### config.mk
export PLATFORM = sky130hd
export DESIGN_NAME = ru_image_sequencer
export DESIGN_NICKNAME = d
export VERILOG_FILES = /design/src/hdl/ru_seq_pkg.sv /design/src/hdl/ru_image_sequencer.sv /design/src/hdl/ru_watchdog.sv
export SDC_FILE = /design/constraint.sdc
export NUM_CORES = 1
export LEC_CHECK = 0
export BUFFER_PORTS_ARGS = -buffer_cell sky130_fd_sc_hd__buf_2
export CAP_MARGIN = 25
export CORE_MARGIN = 2
export CORE_UTILIZATION = 60
export DETAILED_ROUTE_END_ITERATION = 16
export GPL_TIMING_DRIVEN = 1
export PLACE_DENSITY_LB_ADDON = 0.1
export SLEW_MARGIN = 20
export SYNTH_ARGS = -nofsm -noshare
export SYNTH_HDL_FRONTEND = slang
export SYNTH_SLANG_ARGS = --single-unit
### constraint.sdc
create_clock -name ref_clk_i -period 5.6 [get_ports ref_clk_i]
set_input_delay 0.56 -clock ref_clk_i [delete_from_list [all_inputs] [get_ports ref_clk_i]]
set_output_delay 0.56 -clock ref_clk_i [all_outputs]
set_load 0.03 [all_outputs]
### src/hdl/ru_seq_pkg.sv
// shared constants, register map, carriers and states of the image sequencer
// assumes a single 50 MHz reference clock drives every user of this package
package ru_seq_pkg;

    // ==========================================================
    // register port
    localparam int ADDR_W = 4;
    localparam int DATA_W = 32;
    localparam logic [3:0] REG_CTRL_ADDR = 4'h0; // live boot address, read only
    localparam logic [3:0] REG_CTRL_WD = 4'h1; // live watchdog settings, read only
    localparam logic [3:0] REG_UPD_ADDR = 4'h2; // staged boot address
    localparam logic [3:0] REG_UPD_WD = 4'h3; // staged watchdog settings
    localparam logic [3:0] REG_STATUS = 4'h4; // reconfiguration cause record
    localparam logic [3:0] REG_CMD = 4'h5; // write-only command pulses
    localparam logic [3:0] REG_FACT_ADDR = 4'h6; // factory boot address
    localparam logic [3:0] REG_STATE = 4'h7; // sequencer state
    localparam int CMD_RECONFIG_BIT = 0;
    localparam int CMD_KICK_BIT = 1;
    localparam int WD_EN_BIT = 12;

    // ==========================================================
    // image addressing and watchdog layout
    localparam int BOOT_W = 24;
    localparam int RU_ADDR_W = 22;
    localparam int WD_TIMER_W = 12;
    localparam int WD_CNT_W = 29;
    localparam logic [16:0] WD_LOW_BITS = 17'h00008;
    localparam logic [23:0] FACTORY_ADDR_SERIAL = 24'h000000;
    localparam logic [23:0] FACTORY_ADDR_PARALLEL = 24'h010000;

    // ==========================================================
    // timing
    localparam int REF_CLK_HZ = 50000000;
    localparam int OSC_HZ = 10000000;
    localparam int OSC_DIV = REF_CLK_HZ / OSC_HZ;
    localparam int SHIFT_CLK_MAX_HZ = 40000000;
    localparam int STRAP_WAIT = 3;

    // ==========================================================
    // carriers
    typedef struct packed {
        logic wd_en;
        logic [WD_TIMER_W-1:0] wd_timer;
        logic [RU_ADDR_W-1:0] ru_addr;
    } ctrl_s;
    localparam int SHIFT_W = $bits(ctrl_s);
    localparam ctrl_s CTRL_RESET = '{wd_en: 1'b1, wd_timer: 12'h000, ru_addr: 22'h000000};

    typedef struct packed {
        logic from_app;
        logic wdog;
        logic crc;
        logic err_line;
        logic reconfig;
    } status_s;

    typedef enum logic [4:0] {
        ST_RESET = 5'h01,
        ST_LOAD_FACTORY = 5'h02,
        ST_USER_FACTORY = 5'h04,
        ST_LOAD_APP = 5'h08,
        ST_USER_APP = 5'h10
    } seq_state_e;

endpackage

### src/hdl/ru_image_sequencer.sv
// image sequencer: picks factory or application image, records why it reloaded
// assumes load_done_i and crc_err_i come from the loader on ref_clk_i
`timescale 1ns/100ps
module ru_image_sequencer
    import ru_seq_pkg::*;
(
    // clock and reset
    input wire logic ref_clk_i,
    input wire logic rst_b_i,
    // register port
    input wire logic [ADDR_W-1:0] addr_i,
    input wire logic [DATA_W-1:0] wdata_i,
    input wire logic wr_i,
    input wire logic rd_i,
    output logic [DATA_W-1:0] rdata_o,
    // device pins
    input wire logic scheme_parallel_i,
    input wire logic config_error_line_low_i,
    input wire logic reconfig_pin_b_i,
    input wire logic upgrade_shift_clock_i,
    input wire logic shift_din_i,
    input wire logic shift_mode_i,
    input wire logic shift_update_i,
    output logic shift_dout_o,
    // boundary-scan instruction
    input wire logic set_factory_boot_address_instr_i,
    input wire logic [BOOT_W-1:0] scan_boot_addr_i,
    // configuration loader
    input wire logic load_done_i,
    input wire logic crc_err_i,
    output logic load_req_o,
    output logic [BOOT_W-1:0] boot_addr_o,
    output logic user_mode_o,
    output logic app_mode_o
);

    seq_state_e state_q;
    ctrl_s ctrl_q, upd_q;
    status_s status_q, cause;
    logic [BOOT_W-1:0] factory_addr_q;
    logic parallel_q;
    logic [1:0] wait_q;
    logic [5:0] sync1_q, sync2_q;
    logic shclk_prev_q, rcfg_prev_q;
    logic [SHIFT_W-1:0] shift_q;
    logic [2:0] osc_cnt_q;
    logic osc_tick_q, wd_expired, wd_kick, fabric_rcfg, pin_rcfg, shift_edge, reload;
    logic in_user;

    // ==========================================================
    // pin synchronisers; only the second stage feeds logic
    always_ff @(posedge ref_clk_i or negedge rst_b_i)
    begin
        if (!rst_b_i)
        begin
            sync1_q <= 6'h3F;
            sync2_q <= 6'h3F;
        end
        else
        begin
            sync1_q <= {reconfig_pin_b_i, config_error_line_low_i, scheme_parallel_i,
                        upgrade_shift_clock_i, shift_din_i, shift_mode_i};
            sync2_q <= sync1_q;
        end
    end

    // edge history for the shift clock and the reconfig pin
    always_ff @(posedge ref_clk_i or negedge rst_b_i)
    begin
        if (!rst_b_i)
        begin
            shclk_prev_q <= 1'b1;
            rcfg_prev_q <= 1'b1;
        end
        else
        begin
            shclk_prev_q <= sync2_q[2];
            rcfg_prev_q <= sync2_q[5];
        end
    end

    // the shift clock is sampled, so it must stay well below half the reference rate
    assign shift_edge = sync2_q[2] && !shclk_prev_q;
    assign pin_rcfg = !sync2_q[5] && rcfg_prev_q;
    assign fabric_rcfg = wr_i && addr_i == REG_CMD && wdata_i[CMD_RECONFIG_BIT];
    assign wd_kick = wr_i && addr_i == REG_CMD && wdata_i[CMD_KICK_BIT];
    assign in_user = state_q == ST_USER_FACTORY || state_q == ST_USER_APP;

    // cause of a reconfiguration; fabric request merges with the pin
    always_comb
    begin
        cause = '0;
        cause.from_app = state_q == ST_LOAD_APP || state_q == ST_USER_APP;
        cause.err_line = sync2_q[4];
        cause.crc = crc_err_i && (in_user || load_done_i);
        cause.wdog = wd_expired && state_q == ST_USER_APP;
        cause.reconfig = in_user && (pin_rcfg || fabric_rcfg);
    end
    assign reload = state_q != ST_RESET && state_q != ST_LOAD_FACTORY
                    && (cause.err_line || cause.crc || cause.wdog || cause.reconfig);

    // ==========================================================
    // oscillator-rate tick that paces the watchdog
    always_ff @(posedge ref_clk_i or negedge rst_b_i)
    begin
        if (!rst_b_i)
        begin
            osc_cnt_q <= 3'h0;
            osc_tick_q <= 1'b0;
        end
        else
        begin
            osc_tick_q <= osc_cnt_q == 3'(OSC_DIV - 1);
            osc_cnt_q <= (osc_cnt_q == 3'(OSC_DIV - 1)) ? 3'h0 : osc_cnt_q + 3'h1;
        end
    end

    ru_watchdog #(
        .CNT_W(WD_CNT_W)
    ) u_watchdog (
        .ref_clk_i(ref_clk_i),
        .rst_b_i(rst_b_i),
        .tick_i(osc_tick_q),
        .run_i(state_q == ST_USER_APP && ctrl_q.wd_en),
        .kick_i(wd_kick),
        .reload_i({ctrl_q.wd_timer, WD_LOW_BITS}),
        .expired_o(wd_expired)
    );

    // ==========================================================
    // factory boot address; only the parallel scheme lets it move
    always_ff @(posedge ref_clk_i or negedge rst_b_i)
    begin
        if (!rst_b_i)
        begin
            factory_addr_q <= FACTORY_ADDR_PARALLEL;
        end
        else if (set_factory_boot_address_instr_i && parallel_q)
        begin
            factory_addr_q <= scan_boot_addr_i;
        end
    end

    // ==========================================================
    // sequencer: the strap settles through the synchroniser before it is caught
    always_ff @(posedge ref_clk_i or negedge rst_b_i)
    begin
        if (!rst_b_i)
        begin
            state_q <= ST_RESET;
            wait_q <= 2'h0;
            parallel_q <= 1'b0;
            ctrl_q <= CTRL_RESET;
            status_q <= '0;
        end
        else
        begin
            unique case (state_q)
                ST_RESET:
                begin
                    wait_q <= wait_q + 2'h1;
                    parallel_q <= sync2_q[3];
                    if (wait_q == 2'(STRAP_WAIT - 1))
                    begin
                        state_q <= ST_LOAD_FACTORY;
                    end
                end
                ST_LOAD_FACTORY:
                begin
                    // a failed factory load has nothing to fall back to but itself
                    if (load_done_i && !crc_err_i)
                    begin
                        state_q <= ST_USER_FACTORY;
                    end
                    else if (load_done_i || cause.err_line)
                    begin
                        status_q <= cause;
                    end
                end
                ST_USER_FACTORY:
                begin
                    if (reload)
                    begin
                        status_q <= cause;
                        if (cause.reconfig)
                        begin
                            ctrl_q <= upd_q;
                            state_q <= ST_LOAD_APP;
                        end
                        else
                        begin
                            state_q <= ST_LOAD_FACTORY;
                        end
                    end
                end
                ST_LOAD_APP:
                begin
                    if (reload)
                    begin
                        status_q <= cause;
                        state_q <= ST_LOAD_FACTORY;
                    end
                    else if (load_done_i)
                    begin
                        state_q <= ST_USER_APP;
                    end
                end
                ST_USER_APP:
                begin
                    if (reload)
                    begin
                        status_q <= cause;
                        state_q <= ST_LOAD_FACTORY;
                    end
                end
            endcase
        end
    end

    // ==========================================================
    // shift register on the sampled shift clock; factory alone may update
    always_ff @(posedge ref_clk_i or negedge rst_b_i)
    begin
        if (!rst_b_i)
        begin
            shift_q <= '0;
            upd_q <= CTRL_RESET;
        end
        else if (shift_edge && sync2_q[0])
        begin
            shift_q <= {sync2_q[1], shift_q[SHIFT_W-1:1]};
        end
        else if (shift_edge)
        begin
            shift_q <= (state_q == ST_USER_APP) ? ctrl_q : upd_q;
        end
        else if (state_q == ST_USER_FACTORY && shift_update_i)
        begin
            upd_q <= shift_q;
        end
        else if (state_q == ST_USER_FACTORY && wr_i && addr_i == REG_UPD_ADDR)
        begin
            upd_q.ru_addr <= wdata_i[BOOT_W-1:2];
        end
        else if (state_q == ST_USER_FACTORY && wr_i && addr_i == REG_UPD_WD)
        begin
            upd_q.wd_en <= wdata_i[WD_EN_BIT];
            upd_q.wd_timer <= wdata_i[WD_TIMER_W-1:0];
        end
    end

    // ==========================================================
    // outputs and read data, all registered
    always_ff @(posedge ref_clk_i or negedge rst_b_i)
    begin
        if (!rst_b_i)
        begin
            load_req_o <= 1'b0;
            boot_addr_o <= FACTORY_ADDR_SERIAL;
            user_mode_o <= 1'b0;
            app_mode_o <= 1'b0;
            shift_dout_o <= 1'b0;
        end
        else
        begin
            load_req_o <= state_q == ST_LOAD_FACTORY || state_q == ST_LOAD_APP;
            boot_addr_o <= (state_q == ST_LOAD_APP) ? {ctrl_q.ru_addr, 2'b00}
                         : (parallel_q ? factory_addr_q : FACTORY_ADDR_SERIAL);
            user_mode_o <= in_user;
            app_mode_o <= state_q == ST_USER_APP;
            shift_dout_o <= shift_q[0];
        end
    end

    // read data stand for one cycle only, zero otherwise
    always_ff @(posedge ref_clk_i or negedge rst_b_i)
    begin
        if (!rst_b_i)
        begin
            rdata_o <= '0;
        end
        else if (!rd_i)
        begin
            rdata_o <= '0;
        end
        else
        begin
            unique case (addr_i)
                REG_CTRL_ADDR: rdata_o <= DATA_W'({ctrl_q.ru_addr, 2'b00});
                REG_CTRL_WD: rdata_o <= DATA_W'({ctrl_q.wd_en, ctrl_q.wd_timer});
                REG_UPD_ADDR: rdata_o <= DATA_W'({upd_q.ru_addr, 2'b00});
                REG_UPD_WD: rdata_o <= DATA_W'({upd_q.wd_en, upd_q.wd_timer});
                REG_STATUS: rdata_o <= DATA_W'(status_q);
                REG_FACT_ADDR: rdata_o <= DATA_W'(factory_addr_q);
                REG_STATE: rdata_o <= DATA_W'(state_q);
                default: rdata_o <= '0;
            endcase
        end
    end

    // ==========================================================
    // checks
    a_factory_boot_addr: assert property (@(posedge ref_clk_i) disable iff (!rst_b_i)
        state_q == ST_LOAD_FACTORY && !parallel_q |=> boot_addr_o == FACTORY_ADDR_SERIAL)
        else $error("serial factory load not at address zero");
    a_parallel_default: assert property (@(posedge ref_clk_i) disable iff (!rst_b_i)
        $rose(rst_b_i) |-> factory_addr_q == FACTORY_ADDR_PARALLEL)
        else $error("parallel factory address not at default");
    a_scan_boot_addr: assert property (@(posedge ref_clk_i) disable iff (!rst_b_i)
        set_factory_boot_address_instr_i && parallel_q |=> factory_addr_q == $past(scan_boot_addr_i))
        else $error("scan instruction did not move factory address");
    a_error_to_factory: assert property (@(posedge ref_clk_i) disable iff (!rst_b_i)
        state_q == ST_USER_APP && (cause.crc || cause.wdog || cause.err_line)
        |=> state_q == ST_LOAD_FACTORY ##1 load_req_o && !app_mode_o)
        else $error("application error did not reload factory");
    a_status_cause: assert property (@(posedge ref_clk_i) disable iff (!rst_b_i)
        reload |=> status_q == $past(cause))
        else $error("status not written with reconfiguration cause");
    a_update_copy: assert property (@(posedge ref_clk_i) disable iff (!rst_b_i)
        state_q == ST_USER_FACTORY && cause.reconfig |=> ctrl_q == $past(upd_q))
        else $error("update not copied into control");
    a_user_entry: assert property (@(posedge ref_clk_i) disable iff (!rst_b_i)
        state_q == ST_LOAD_APP && load_done_i && !reload |=> ##1 user_mode_o && app_mode_o)
        else $error("clean application load did not reach user mode");
    a_fabric_like_pin: assert property (@(posedge ref_clk_i) disable iff (!rst_b_i)
        state_q == ST_USER_APP && fabric_rcfg |=> status_q.reconfig && state_q == ST_LOAD_FACTORY)
        else $error("fabric reconfig not handled like pin");
    a_app_write_lock: assert property (@(posedge ref_clk_i) disable iff (!rst_b_i)
        state_q != ST_USER_FACTORY |=> upd_q == $past(upd_q))
        else $error("update register changed outside factory image");

endmodule

### src/hdl/ru_watchdog.sv
// user watchdog of the running application image
// assumes tick_i is a one-cycle enable at the oscillator rate
`timescale 1ns/100ps
module ru_watchdog
    import ru_seq_pkg::*;
#(
    parameter int CNT_W = WD_CNT_W
)
(
    // clock and reset
    input wire logic ref_clk_i,
    input wire logic rst_b_i,
    // control
    input wire logic tick_i,
    input wire logic run_i,
    input wire logic kick_i,
    input wire logic [CNT_W-1:0] reload_i,
    // result
    output logic expired_o
);

    logic [CNT_W-1:0] cnt_q;

    // ==========================================================
    // down counter, reloaded while idle or kicked so each image starts full
    always_ff @(posedge ref_clk_i or negedge rst_b_i)
    begin
        if (!rst_b_i)
        begin
            cnt_q <= '0;
        end
        else if (!run_i || kick_i)
        begin
            cnt_q <= reload_i;
        end
        else if (tick_i && cnt_q != '0)
        begin
            cnt_q <= cnt_q - 1'b1;
        end
    end

    // one pulse when the count runs out with the dog armed
    always_ff @(posedge ref_clk_i or negedge rst_b_i)
    begin
        if (!rst_b_i)
        begin
            expired_o <= 1'b0;
        end
        else
        begin
            expired_o <= run_i && !kick_i && tick_i && cnt_q == '0 && !expired_o;
        end
    end

    a_expire_cause: assert property (@(posedge ref_clk_i) disable iff (!rst_b_i)
        expired_o |-> $past(run_i) && $past(cnt_q) == '0)
        else $error("watchdog expired without an armed empty count");

endmodule
# After elaboration in Yosys (flattened, before gate mapping)
# Cells that the tools add are included.
[totals]
ff_bits = 250
latch_bits = 0
ramBits = 0
mem_bits_ro = 0
in_bits = 74
out_inout_bits = 60
word_cells = 139
memories = 0
[op_classes]
n_addsub = 3
mul = 0
n_div = 0
n_lt_le_gt_ge = 0
eq_ne = 25
shift = 0
n_mux = 26
n_bitwise = 2
reduce_logical = 53
[op_table]
columns = ["operator", "count"]
rows = [
  ["$pmux W24 S7", 1],
  ["$mux W35", 4],
  ["$mux W24", 3],
  ["$mux W29", 2],
  ["$mux W5", 9],
  ["$logic_not A29 Y1", 1],
  ["$reduce_bool A29 Y1", 1],
  ["$sub A29 B1 Y29 const B", 1],
  ["$mux W13", 2],
  ["$pmux W5 S5", 1],
  ["$logic_and A1 B1 Y1", 23],
  ["$mux W22", 1],
  ["$eq A4 B3 Y1 const B", 4],
  ["$ne A2 B2 Y1 const B", 7],
  ["$logic_or A1 B1 Y1", 10],
  ["$pmux W5 S2", 1],
  ["$reduce_bool A2 Y1", 5],
  ["$eq A4 B2 Y1 const B", 2],
  ["$reduce_and A4 Y1", 2],
  ["$logic_not A1 Y1", 6],
  ["$reduce_and A3 Y1", 2],
  ["$eq A5 B1 Y1 const B", 1],
  ["$eq A5 B2 Y1 const B", 1],
  ["$eq A5 B3 Y1 const B", 1],
  ["17 further kinds", 18],
]

# Logic depth before layout (Yosys ltp)
[depth]
ltp_word = 10
ltp_mapped = 8
mapped_depth_nobuf = 7

# Cells and area by module
# Synthesis repeated with hierarchy kept, for this count alone.
[unflattened]
hier_cells = 1056
hier_area_um2 = 11703.7
[modules_own_cells]
columns = ["module", "n_inst", "cells_per_inst", "area_per_inst_um2", "seq_area_each_um2"]
rows = [
  ["ru_image_sequencer", 1, 849, 9806.9, 5327.6],
  ["ru_watchdog", 1, 207, 1896.8, 750.7],
]

# Worst setup path before layout
# No wires, ideal clock.
[synth_timing]
path_kind = "reg2reg"
startpoint = "reg state_q[0]"
endpoint = "reg upd_q[22] (netlist bit)"
setup_ps = 125
t_arrival_ps = 2063
required_time_ps = 5475
setup_slack_ps = 3413
stages_incl_launch_ff = 8
path_buffers = 2
period_less_slack_ps = 2187
cell_sequence = "dfstp_2 clkbuf_1 nor3_2 and3b_1 nand2_1 buf_2 mux2_2 mux2_2"
[synth_via]
elab_chain_cells = 5
elab_cells_between_ends = 9
cone_classes = "2 x eq/ne; 1 x mux; 6 x reduce/logical"
[synth_rtl]
columns = ["element", "line", "text"]
rows = [
  ["from (decl)", "ru_image_sequencer.sv:37", "seq_state_e state_q;"],
  ["from (signal assigned)", "ru_image_sequencer.sv:150", "state_q <= ST_RESET;"],
  ["from (signal assigned)", "ru_image_sequencer.sv:165", "state_q <= ST_LOAD_FACTORY;"],
  ["from (signal assigned)", "ru_image_sequencer.sv:173", "state_q <= ST_USER_FACTORY;"],
  ["$eq A5 B3 Y1 (*)", "ru_image_sequencer.sv:237, ru_image_sequencer.sv:241, ru_image_sequencer.sv:245", ""],
  ["$logic_and A1 B1 Y1", "ru_image_sequencer.sv:241, ru_image_sequencer.sv:245", ""],
  ["$logic_and A1 B1 Y1 (on tied branches)", "ru_image_sequencer.sv:241, ru_image_sequencer.sv:245", ""],
  ["$ne A2 B2 Y1 (no line) / $reduce_bool A2 Y1 (equally long branches)", "--", ""],
  ["$reduce_and A4 Y1 (no line)", "--", ""],
  ["to (signal assigned)", "ru_image_sequencer.sv:239", "upd_q <= shift_q;"],
  ["to (decl)", "ru_image_sequencer.sv:38", "ctrl_s ctrl_q, upd_q;"],
]
# Every way passes the cells marked *; elsewhere a longest branch is shown, timed or not.
# A chain may end at the register's enable or synchronous reset.

# Final worst setup path
[layout_timing]
startpoint = "reg state_q[1]"
endpoint = "reg shift_q[21]"
[layout_via]
elab_chain_cells = 4
[layout_rtl]
columns = ["element", "line", "text"]
rows = [
  ["$eq A5 B5 Y1", "ru_image_sequencer.sv:235", "shift_q <= (state_q == ST_USER_APP) ? ctrl_q : upd_q;"],
  ["$mux W35", "ru_image_sequencer.sv:235", ""],
  ["$mux W35", "ru_image_sequencer.sv:233", "else if (shift_edge)"],
  ["$mux W35", "ru_image_sequencer.sv:229", "else if (shift_edge && sync2_q[0])"],
  ["to (signal assigned)", "ru_image_sequencer.sv:231", "shift_q <= {sync2_q[1], shift_q[SHIFT_W-1:1]};"],
  ["to (signal assigned)", "ru_image_sequencer.sv:235", ""],
  ["to (decl)", "ru_image_sequencer.sv:45", "logic [SHIFT_W-1:0] shift_q;"],
]
# No other way between the ends. The select of a mux whose other input is x is not followed.

==> qor.yml <==
postSynth.asyncResetShare: 1.00
p_per_area_nw_per_um2: 436
hold_buffers: 0
hold_slack_ns: 0.107
layout-drive-gt1-share: 0.345
area_growth_pct: 15.3
p_comb_frac: 0.207
drt_iter0_drc: 645
status: "completed"
grt_usage: 0.273
post-route-period-util: 0.564
first_pass_iters: 5
clockBufferDepth: 3
yosysUniqueCellTypes: 56
crit_path_end_kind: "register"
rsz0062_at_grt: "no"
fmaxAchievable_mhz: 317
seq_area_frac_synth: 0.543
gr-total-overflow: 0
pin_count: 134
rrSetupSlack_ns: 2.44
relSlewSlack: 0.416
clk_pin_slew_ns: 0.06
rr_endpoint: "shift_q[21]"
worstPathArrival_ns: 3.55
hold_viol_final: 0
antenna_found_initial: 1
wl_per_cell_um: 20.2
ys_warn_count: 0
synthFlopType: "dfrtp_1"
numCtsBuffers: 25
setup_tns_ns: 0
dieArea_sq_um: 19800
num_vias: 8196
drc: 0
leakage_nw: 5.99
rows: 49
startpoint_type: "register"
core_sq_um: 18100
synthCells: 966
regToRegStartpoint: "state_q[1]"
maxCapViolations: 0
cts.repair.resized: 0
die_w_um: 141
syn_area_sq_um: 11200
cts_setup_buffers: 0
nets: 1153
crit_fanout: 25
cp_data_required_time_ns: 6.00
cts.sinks: 242
fin_util: 0.711
clkPwrFrac: 0.312
hp-class: "input pin to asynchronous set/reset pin"
setup_ws_ns: 2.44
r2r_cells: 6
dp_hpwl_um: 16700
swShare: 0.298
power.share.sequential: 0.481
synth_edf_count: 0
p_int_mw: 3.95
start_util: 0.617
clock-root-buffer: "clkbuf_16"
critPathKind: "register to register"
grt_pass1_vias: 8109
finalSetupViolations: 0
portBuffers: 117
dp_slack_ns: 2.45
clk_latency_ns: 0.51
slew_viol_final: 0
grt_pass1_wl_um: 43100
worst_slew_pin_slew_ns: 0.874
p_switching_mw: 1.67
vdd_ir_drop_max_mv: 0.265
most-common-layout-cells: "dfrtp_1, mux2_2, buf_2"
fin_crit_ns: 3.16
vias_per_cell: 6.20
grt_max_degree: 134
place_congestion: 0.846
die_y_um: 141
htreeDepth: 1
layout_commonest_cell: "dfrtp_1"
synth-seq-cells: 242
finClkSkew_ns: 0.00783
drt-total-wl_um: 26700
synth.avg_cell_area_sq_um: 11.6
cts_tree: "built"
drt.antenna.violating_nets: 0
==> cells by family (layout without fill, tap and decap cells) <==
family	Yosys count	in the layout	synth area share
buffers and inverters	73	192	0.0284
adders and majority gates	5	5	0.00559
muxes	205	205	0.202
other	1	10	0.000335
DFF	242	242	0.543
xor gates and xnor gates	11	11	0.00860
AOI/OAI and AO/OA	157	157	0.0910
and+or+nand+nor	272	272	0.121
==> state kept, by name, summed over array words and instances (netlist names), 2 cells and up <==
signal            count
sync1_q               6
status_q              5
upd_q                35
state_q               5
sync2_q               6
factory_addr_q       24
rdata_o              24
boot_addr_o          24
shift_q              35
wait_q                2
osc_cnt_q             3
u_watchdog.cnt_q     29
ctrl_q               35
==> through the flow <==
| step | cell area (sq um) | std cells | total power, mW |
|---|---|---|---|
| floorplan | 11200 | 973 | 3.48 |
| global placement | 12000 | 1275 | 3.81 |
| CTS | 12900 | 1321 | 5.65 |
| finish | 12900 | 1323 | 5.62 |
| detailed placement | 12000 | 1276 | 3.87 |
| global route | 12900 | 1322 | 5.90 |
==> synthesized netlist by cell type (4+ instances only) <==
master / count / area, sq um
nand3_1: 30 / 150
o31ai_1: 9 / 67.6
dfstp_2: 18 / 473
xor2_1: 5 / 43.8
a22oi_1: 28 / 210
nor2_1: 42 / 158
nand2_1: 112 / 420
or3_1: 20 / 125
dfrtp_1: 224 / 5610
nand2b_1: 7 / 43.8
nand3b_1: 4 / 30.0
ha_1: 5 / 62.6
nor3_1: 14 / 70.1
mux2i_1: 36 / 360
a21oi_1: 15 / 75.1
xnor2_1: 6 / 52.6
mux2_2: 169 / 1900
o21ai_0: 54 / 270
o211ai_1: 4 / 30.0
nor2b_1: 4 / 25.0
and3_1: 4 / 25.0
clkbuf_1: 39 / 146
nor4_1: 7 / 43.8
a31oi_1: 22 / 138
buf_2: 11 / 55.1
buf_1: 4 / 15.0
inv_1: 10 / 37.5
or4_1: 10 / 75.1
a222oi_1: 13 / 130
buf_4: 8 / 60.1
==> worst max-delay path by stage <==
stage | start | endpoint | slack, ns
6_report | state_q[1] | shift_q[21] | 2.44
5_1_grt | state_q[1] | shift_q[21] | 2.29
4_1_cts | state_q[1] | shift_q[21] | 2.43
3_5_place_dp | state_q[1] | shift_q[15] | 2.45
3_3_place_gp | state_q[1] | shift_q[14] | 2.52
2_1_floorplan | state_q[0] | upd_q[22] | 3.41
==> routing by layer <==
layer	track usage	part of all wire
met1	0.394	0.45
met4	0.0911	0.028
met5	0	0
met3	0.0445	0.064
met2	0.427	0.46
==> power groups by stage <==
stage | clock network (mW) | logic [mW] | registers, mW
after floorplan | 0 | 0.902 | 2.57
after global placement | 0 | 1.11 | 2.70
after detailed placement | 0 | 1.16 | 2.71
after CTS | 1.79 | 1.17 | 2.69
after global routing | 1.85 | 1.28 | 2.76
final | 1.76 | 1.16 | 2.70
==> area by class of cell <==
cell class | instances | area [sq um]
diodes | 2 | 5.00
clock buffers | 38 | 744
clock inverters | 7 | 135
fillers | 1338 | 5240
inverters | 11 | 41.3
multi-input cells | 658 | 4850
flip-flops and latches | 242 | 6080
well taps | 229 | 287
repair buffers | 136 | 763
==> critical path: stages, from the launching register on <==
cell     delay [ns]
dfrtp_1        0.47
nor3_2         0.38
nand2_1        0.60
inv_2          0.89
mux2i_1        0.29
o21ai_0        0.11
mux2_2         0.28
No activity file was read; power rests on OpenSTA's default activity.
